## src/core/cmp_vref_pkg.sv

```systemverilog
// constants and carrier types for the dual comparator and reference control block
// assumes a single 125 MHz clock domain and a simple strobe register port
package cmp_vref_pkg;

	localparam logic [3:0]  ADDR_CMP_CTRL   = 4'h0;
	localparam logic [3:0]  ADDR_REF_CTRL   = 4'h1;
	localparam logic [3:0]  ADDR_IRQ_STATUS = 4'h2;
	localparam logic [3:0]  ADDR_IRQ_MASK   = 4'h3;

	localparam logic [15:0] CMP_CTRL_RESET  = 16'h0000;
	localparam logic [15:0] REF_CTRL_RESET  = 16'h0000;
	localparam logic [1:0]  IRQ_RESET       = 2'h0;

	// writable bits of the comparator control word; flags and results excluded
	localparam logic [15:0] CMP_CTRL_WMASK  = 16'h8f3f;
	localparam logic [15:0] REF_CTRL_WMASK  = 16'h00ff;

	localparam int BIT_IDLE_STOP  = 15;
	localparam int BIT_CMP2_EVT   = 13;
	localparam int BIT_CMP1_EVT   = 12;
	localparam int BIT_CMP2_ON    = 11;
	localparam int BIT_CMP1_ON    = 10;
	localparam int BIT_CMP2_PAD   = 9;
	localparam int BIT_CMP1_PAD   = 8;
	localparam int BIT_CMP2_RES   = 7;
	localparam int BIT_CMP1_RES   = 6;
	localparam int BIT_CMP2_INV   = 5;
	localparam int BIT_CMP1_INV   = 4;
	localparam int BIT_CMP2_MINUS = 3;
	localparam int BIT_CMP2_PLUS  = 2;
	localparam int BIT_CMP1_MINUS = 1;
	localparam int BIT_CMP1_PLUS  = 0;

	localparam int BIT_REF_POWER  = 7;
	localparam int BIT_REF_PIN    = 6;
	localparam int BIT_REF_RANGE  = 5;
	localparam int BIT_REF_SOURCE = 4;
	localparam int LEVEL_LSB      = 0;
	localparam int LEVEL_W        = 4;

	// analog control bundle for one comparator
	typedef struct packed {
		logic on;
		logic plus_select;
		logic minus_select;
		logic invert;
		logic pad_drive;
	} cmp_cfg_t;

	// analog control bundle for the reference ladder
	typedef struct packed {
		logic               power_on;
		logic               pin_drive;
		logic               range_select;
		logic               source_select;
		logic [LEVEL_W-1:0] level_select;
	} ref_cfg_t;

endpackage : cmp_vref_pkg

```

## src/core/cmp_vref_ctrl.sv

```systemverilog
// register bank steering two analog comparators and their voltage reference
// assumes raw comparator outputs arrive asynchronously from the analog macro
`timescale 1ns/100ps
`default_nettype none
module cmp_vref_ctrl
	import cmp_vref_pkg::*;
(
	input  wire logic        clock_i,
	input  wire logic        reset_n_i,
	input  wire logic [3:0]  addr_i,
	input  wire logic [15:0] wdata_i,
	input  wire logic        wr_i,
	input  wire logic        rd_i,
	output logic      [15:0] rdata_o,
	input  wire logic        idle_mode_i,
	input  wire logic [1:0]  cmp_raw_i,
	output cmp_cfg_t         cmp1_cfg_o,
	output cmp_cfg_t         cmp2_cfg_o,
	output ref_cfg_t         ref_cfg_o,
	output logic      [1:0]  cmp_pad_o,
	output logic             irq_o
);

	logic [15:0] cmp_ctrl_q, cmp_ctrl_d;
	logic [15:0] ref_ctrl_q, ref_ctrl_d;
	logic [1:0]  mask_q, mask_d;
	logic [1:0]  evt_q, evt_d;
	logic [1:0]  sync1_q, sync2_q, res_q, res_d;
	logic        res_valid_q, res_valid_d;
	logic [15:0] rdata_d;
	logic [1:0]  pad_d;
	logic        irq_d;
	cmp_cfg_t    cfg1_d, cfg2_d;
	ref_cfg_t    rcfg_d;
	logic [1:0]  on_v, inv_v, pad_v;

	function automatic logic hit(input logic [3:0] a, input logic [3:0] r);
		return a == r;
	endfunction : hit

	assign on_v  = {cmp_ctrl_q[BIT_CMP2_ON], cmp_ctrl_q[BIT_CMP1_ON]};
	assign inv_v = {cmp_ctrl_q[BIT_CMP2_INV], cmp_ctrl_q[BIT_CMP1_INV]};
	assign pad_v = {cmp_ctrl_q[BIT_CMP2_PAD], cmp_ctrl_q[BIT_CMP1_PAD]};

	// raw outputs come from the analog side, so two stages before any use
	always_ff @(posedge clock_i or negedge reset_n_i) begin
		if (!reset_n_i) begin
			sync1_q <= 2'h0;
			sync2_q <= 2'h0;
		end else begin
			sync1_q <= cmp_raw_i;
			sync2_q <= sync1_q;
		end
	end

	always_comb begin
		res_d       = 2'h0;
		evt_d       = evt_q;
		res_valid_d = 1'b0;
		for (int i = 0; i < 2; i++) begin
			// a disabled comparator reads low and cannot flag a change
			res_d[i] = on_v[i] & (sync2_q[i] ^ inv_v[i]);
		end
		res_valid_d = |on_v;
		// write-one clears, but a coincident change wins
		if (wr_i && hit(addr_i, ADDR_IRQ_STATUS)) begin
			evt_d = evt_d & ~wdata_i[1:0];
		end
		if (wr_i && hit(addr_i, ADDR_CMP_CTRL)) begin
			evt_d = evt_d & ~wdata_i[BIT_CMP2_EVT:BIT_CMP1_EVT];
		end
		for (int i = 0; i < 2; i++) begin
			if (on_v[i] && res_valid_q && (res_d[i] != res_q[i])) begin
				evt_d[i] = 1'b1;
			end
		end
	end

	always_comb begin
		cmp_ctrl_d = cmp_ctrl_q;
		ref_ctrl_d = ref_ctrl_q;
		mask_d     = mask_q;
		if (wr_i && hit(addr_i, ADDR_CMP_CTRL)) begin
			cmp_ctrl_d = wdata_i & CMP_CTRL_WMASK;
		end
		if (wr_i && hit(addr_i, ADDR_REF_CTRL)) begin
			ref_ctrl_d = wdata_i & REF_CTRL_WMASK;
		end
		if (wr_i && hit(addr_i, ADDR_IRQ_MASK)) begin
			mask_d = wdata_i[1:0];
		end
	end

	always_comb begin
		rdata_d = 16'h0000;
		if (rd_i) begin
			unique case (addr_i)
				ADDR_CMP_CTRL: begin
					rdata_d = cmp_ctrl_q;
					rdata_d[BIT_CMP2_EVT:BIT_CMP1_EVT] = evt_q;
					rdata_d[BIT_CMP2_RES:BIT_CMP1_RES] = res_q;
				end
				ADDR_REF_CTRL:   rdata_d = ref_ctrl_q;
				ADDR_IRQ_STATUS: rdata_d = {14'h0000, evt_q};
				ADDR_IRQ_MASK:   rdata_d = {14'h0000, mask_q};
				default:         rdata_d = 16'h0000;
			endcase
		end
	end

	always_comb begin
		cfg1_d.on           = cmp_ctrl_q[BIT_CMP1_ON];
		cfg1_d.plus_select  = cmp_ctrl_q[BIT_CMP1_PLUS];
		cfg1_d.minus_select = cmp_ctrl_q[BIT_CMP1_MINUS];
		cfg1_d.invert       = cmp_ctrl_q[BIT_CMP1_INV];
		cfg1_d.pad_drive    = cmp_ctrl_q[BIT_CMP1_PAD];
		cfg2_d.on           = cmp_ctrl_q[BIT_CMP2_ON];
		cfg2_d.plus_select  = cmp_ctrl_q[BIT_CMP2_PLUS];
		cfg2_d.minus_select = cmp_ctrl_q[BIT_CMP2_MINUS];
		cfg2_d.invert       = cmp_ctrl_q[BIT_CMP2_INV];
		cfg2_d.pad_drive    = cmp_ctrl_q[BIT_CMP2_PAD];
		rcfg_d.power_on      = ref_ctrl_q[BIT_REF_POWER];
		rcfg_d.pin_drive     = ref_ctrl_q[BIT_REF_PIN];
		rcfg_d.range_select  = ref_ctrl_q[BIT_REF_RANGE];
		rcfg_d.source_select = ref_ctrl_q[BIT_REF_SOURCE];
		rcfg_d.level_select  = ref_ctrl_q[LEVEL_LSB +: LEVEL_W];
		// pad stays low unless driven; pin routing is software's job
		pad_d = res_q & pad_v;
		// in idle with stop set the comparators keep running and still drive their pads, but raise no interrupt
		irq_d = |(evt_q & mask_q) & ~(cmp_ctrl_q[BIT_IDLE_STOP] & idle_mode_i);
	end

	// control words and interrupt mask
	always_ff @(posedge clock_i or negedge reset_n_i) begin
		if (!reset_n_i) begin
			cmp_ctrl_q <= CMP_CTRL_RESET;
			ref_ctrl_q <= REF_CTRL_RESET;
			mask_q     <= IRQ_RESET;
		end else begin
			cmp_ctrl_q <= cmp_ctrl_d;
			ref_ctrl_q <= ref_ctrl_d;
			mask_q     <= mask_d;
		end
	end

	// decisions and sticky change flags
	always_ff @(posedge clock_i or negedge reset_n_i) begin
		if (!reset_n_i) begin
			evt_q       <= IRQ_RESET;
			res_q       <= 2'h0;
			res_valid_q <= 1'b0;
		end else begin
			evt_q       <= evt_d;
			res_q       <= res_d;
			res_valid_q <= res_valid_d;
		end
	end

	// read data stand only in the slot after the strobe, so a stale word is never seen
	always_ff @(posedge clock_i or negedge reset_n_i) begin
		if (!reset_n_i) begin
			rdata_o <= 16'h0000;
		end else begin
			rdata_o <= rdata_d;
		end
	end

	// analog controls, pads and interrupt all leave from flops to keep the macro glitch free
	always_ff @(posedge clock_i or negedge reset_n_i) begin
		if (!reset_n_i) begin
			cmp1_cfg_o <= '0;
			cmp2_cfg_o <= '0;
			ref_cfg_o  <= '0;
			cmp_pad_o  <= 2'h0;
			irq_o      <= 1'b0;
		end else begin
			cmp1_cfg_o <= cfg1_d;
			cmp2_cfg_o <= cfg2_d;
			ref_cfg_o  <= rcfg_d;
			cmp_pad_o  <= pad_d;
			irq_o      <= irq_d;
		end
	end

endmodule : cmp_vref_ctrl
`default_nettype wire

```

## config.mk

```make
export PLATFORM = sky130hd
export DESIGN_NAME = cmp_vref_ctrl
export DESIGN_NICKNAME = d
export VERILOG_FILES = /design/src/core/cmp_vref_pkg.sv /design/src/core/cmp_vref_ctrl.sv
export SDC_FILE = /design/constraint.sdc
export NUM_CORES = 1
export LEC_CHECK = 0
export ABC_CLOCK_PERIOD_IN_PS = 1150
export BUFFER_PORTS_ARGS = -buffer_cell sky130_fd_sc_hd__buf_2
export CAP_MARGIN = 30
export CORE_UTILIZATION = 35
export DETAILED_ROUTE_END_ITERATION = 8
export PLACE_DENSITY_LB_ADDON = 0.2
export SYNTH_ARGS = -nofsm -noshare
export SYNTH_HDL_FRONTEND = slang
export SYNTH_SLANG_ARGS = --single-unit
```

## constraint.sdc

```tcl
create_clock -name clock_i -period 1.15 [get_ports clock_i]
set_input_delay 0.115 -clock clock_i [delete_from_list [all_inputs] [get_ports clock_i]]
set_output_delay 0.115 -clock clock_i [all_outputs]
set_load 0.01 [all_outputs]
```

==> run_results.csv <==
group,metric,value,unit
logic_synthesis,synth_flop_cell,"dfrtp_1",
route,viasPerCell,4.408,
place,place_hpwl,3005,um
sta,fmax,886.9,MHz
route,drc,0,
die,io_pins,64,
run_status,outcome,"complete, no violations",
layout,drive_above_1_share,0.5063,
global_routing,grt_pass1_vias,1443,
flow_run,cap_violations,0,
route,routedWlPerCell,14.15,um
sta,rsz0062_at_grt,"false",
setup_path,r2r_cells,2,
setup_path,required,1370,ps
logic_synthesis,synth_compound_area_frac,0.01411,
sta,hold_viol_final,0,
route,routed_wl,4444,um
logic_synthesis,synth_area_leaders,"dfrtp_1 (72%), mux2_2 (10%), mux2i_1 (3.5%)",
die,die_h,83.17,um
logic_synthesis,synth_edf_count,0,
sta,setup_viol,0,
sta,drv_slew,0,
layout,final_area,3067,um2
logic_synthesis,synthDistinctLibCells,24,
logic_synthesis,synth_top_cell_by_area,"dfrtp_1",
sta,setup_ws,22.43,ps
logic_synthesis,synth_top_family_by_area,"multiplexers",
route,drtIter0Drc,43,
global_routing,overflow,0,
die,die_w,83.17,um
sta,period_share,0.9805,
clock_tree,clockBufferDepth,2,
clock_tree,clk_pin_slew,70,ps
clock_tree,root_buffer,"clkbuf_8",
layout,syn2layout_area_growth,32.99,%
setup_path,cp.arrival,1350,ps
setup_path,crit_path_max_fanout,2,
global_routing,grt_usage,0.1398,
layout,fillCellCount,544,
worst_hold_path,hold_end,"cmp_ctrl_q[11]",
route,dr_total_vias,1384,
layout,diodes,0,
logic_synthesis,synth_top_area_share,0.7162,
logic_synthesis,synth_area,2306,um2
place,dp_slack,-110.0,ps
clock_tree,cts-buffers-inserted,9,
die,start_util,0.3632,
global_routing,grt_max_degree,67,
global_routing,antenna_found_initial,0,
place,dpl_cell_area,2824,um2
logic_synthesis,syn_avg_cell_area,16.13,um2
worst_hold_path,hold_depth,2,
global_routing,grt_pass1_wl,7148,um
sta,final.min_clock_period,1128,ps
die,die-area,6917,um2
clock_tree,clock_sinks,66,
worst_hold_path,hold_path.class,"primary input to flop",
route,detail-route-antenna-nets,0,
logic_synthesis,synth-simple-area-share,0.07705,
route,firstDrtPassIters,2,
logic_synthesis,yosysWarnings,0,
logic_synthesis,syn_nets,170,
logic_synthesis,syn_inst,143,
setup_path,timing.rr.end,"rdata_o[0]",
clock_tree,htreeDepth,3,
logic_synthesis,yosys-mux-area-fraction,0.1601,
logic_synthesis,synth.ff_latch_count,66,
place,gp_congestion,0.7558,
logic_synthesis,synth_xor_area_frac,0.01519,
layout,fin_nets,259,
place,portBuffers,61,
setup_path,worst_setup_path_end_kind,"flop",
worst_hold_path,worstHoldStart,"wdata_i[11]",
sta,setup_tns,0,ps
clock_tree,clock_latency,330,ps
pwr,p_per_area,1926,nW/um2
logic_synthesis,synth_fa_ha_area_frac,0,
setup_path,reg2reg_slack,20,ps
pwr,ir_drop,1.011,mV
pwr,p_total,5.906,mW
logic_synthesis,ys_seq_area_frac,0.7162,
setup_path,criticalPathCategory,"flop to flop",
setup_path,r2r_start,"mask_q[0]",
pwr,p_leak,1.574,nW
logic_synthesis,async_flop_share,1.000,
die,placementRows,29,
setup_path,crit_path_start_kind,"flop",
die,core_area,6350,um2
clock_tree,cts_tree,"built",
sta,finClkSkew,4.290,ps
==> power breakdown <==
part           internal, mW  switching (mW)  leakage, nW
combinational         0.579           0.444        0.643
clock                  1.12           0.798        0.101
sequential             2.75           0.218        0.831
==> final cells by class <==
type | count | area [um2] | share of cell area
clock buffer | 14 | 162.7 | 0.05304
sequential | 66 | 1652 | 0.5386
multi-input combinational | 72 | 615.6 | 0.2007
tap | 77 | 96.34 | 0.03142
clock inverter | 2 | 35.03 | 0.01142
timing repair buffer | 83 | 505.5 | 0.1648
==> synth_stat cells, types with 2 or more instances <==
cell type and instances:
dfrtp_1 66, mux2_2 21, and2_1 11, mux2i_1 8, nor2_1 7, o21ai_1 4
and3_1 3, buf_2 2, buf_4 2, mux4_1 2, nand2_1 2, xnor2_1 2
xor2_1 2
==> flip-flops by register name, indices dropped and copies added (netlist names) <==
register / count
rdata_o: 15
cmp_ctrl_q: 11
ref_cfg_o: 8
ref_ctrl_q: 8
cmp1_cfg_o: 5
cmp2_cfg_o: 5
cmp_pad_o: 2
evt_q: 2
mask_q: 2
res_q: 2
sync1_q: 2
sync2_q: 2
irq_o: 1
res_valid_q: 1
==> worst max-delay path: stages, from the launching register on <==
cell     delay, ps
dfrtp_1        380
mux4_2         460
and3_4         180
==> worst max path at each step <==
stage	startpoint	endpoint
6_report	mask_q[0]	rdata_o[0]
5_1_grt	cmp_ctrl_q[0]	rdata_o[0]
3_3_place_gp	addr_i[3]	ref_ctrl_q[2]
4_1_cts	cmp_ctrl_q[0]	rdata_o[0]
2_1_floorplan	evt_q[1]	rdata_o[1]
3_5_place_dp	addr_i[3]	ref_ctrl_q[4]
==> cells in the final DEF (no fill, tap or decap), types with 2 or more instances in the layout <==
| cell | Yosys | routed |
|---|---|---|
| dfrtp_1 | 66 | 66 |
| buf_2 | 2 | 61 |
| mux2_2 | 21 | 21 |
| buf_4 | 2 | 16 |
| and2_1 | 11 | 11 |
| clkbuf_8 | 0 | 11 |
| mux2i_1 | 8 | 8 |
| nor2_1 | 7 | 7 |
| o21ai_1 | 4 | 4 |
| dlygate4sd3_1 | 0 | 4 |
| clkbuf_1 | 0 | 3 |
| and3_1 | 3 | 2 |
| mux4_2 | 0 | 2 |
| xor2_1 | 2 | 2 |
| nand2_1 | 2 | 2 |
| xnor2_1 | 2 | 2 |
| buf_12 | 0 | 2 |
==> repair_timing <==
| item | in CTS | in global routing |
|---|---|---|
| hold buffers | 4 | 0 |
| hold endpoints to repair | 69 | 0 |
| setup buffers | 0 | 1 |
| setup endpoints to repair | 2 | 1 |
| pin swaps | 1 | 0 |
| gates resized for setup | 2 | 1 |
==> through the flow <==
stage	hold WS, ps	utilization	cells
2_1_floorplan	-180.6	-	143
3_3_place_gp	161.0	0.4447	293
3_5_place_dp	164.6	0.4447	293
4_1_cts	0.5916	0.4810	313
5_1_grt	5.061	0.4830	314
6_report	18.26	0.4830	314
==> per-layer routing <==
metal,up-vias,global-route usage,share of wire
met5,-,0,0
met4,0,0.08934,0.022
met3,9,0.03380,0.043
met2,37,0.2183,0.48
met1,675,0.1742,0.46
li1,663,-,-
==> cell families after synthesis <==
family          Yosys count
flops                    66
simple gates             30
other cells               1
buf+inv                   5
mux                      31
compound gates            6
xor+xnor                  4
(Power assumes the default switching activity.)
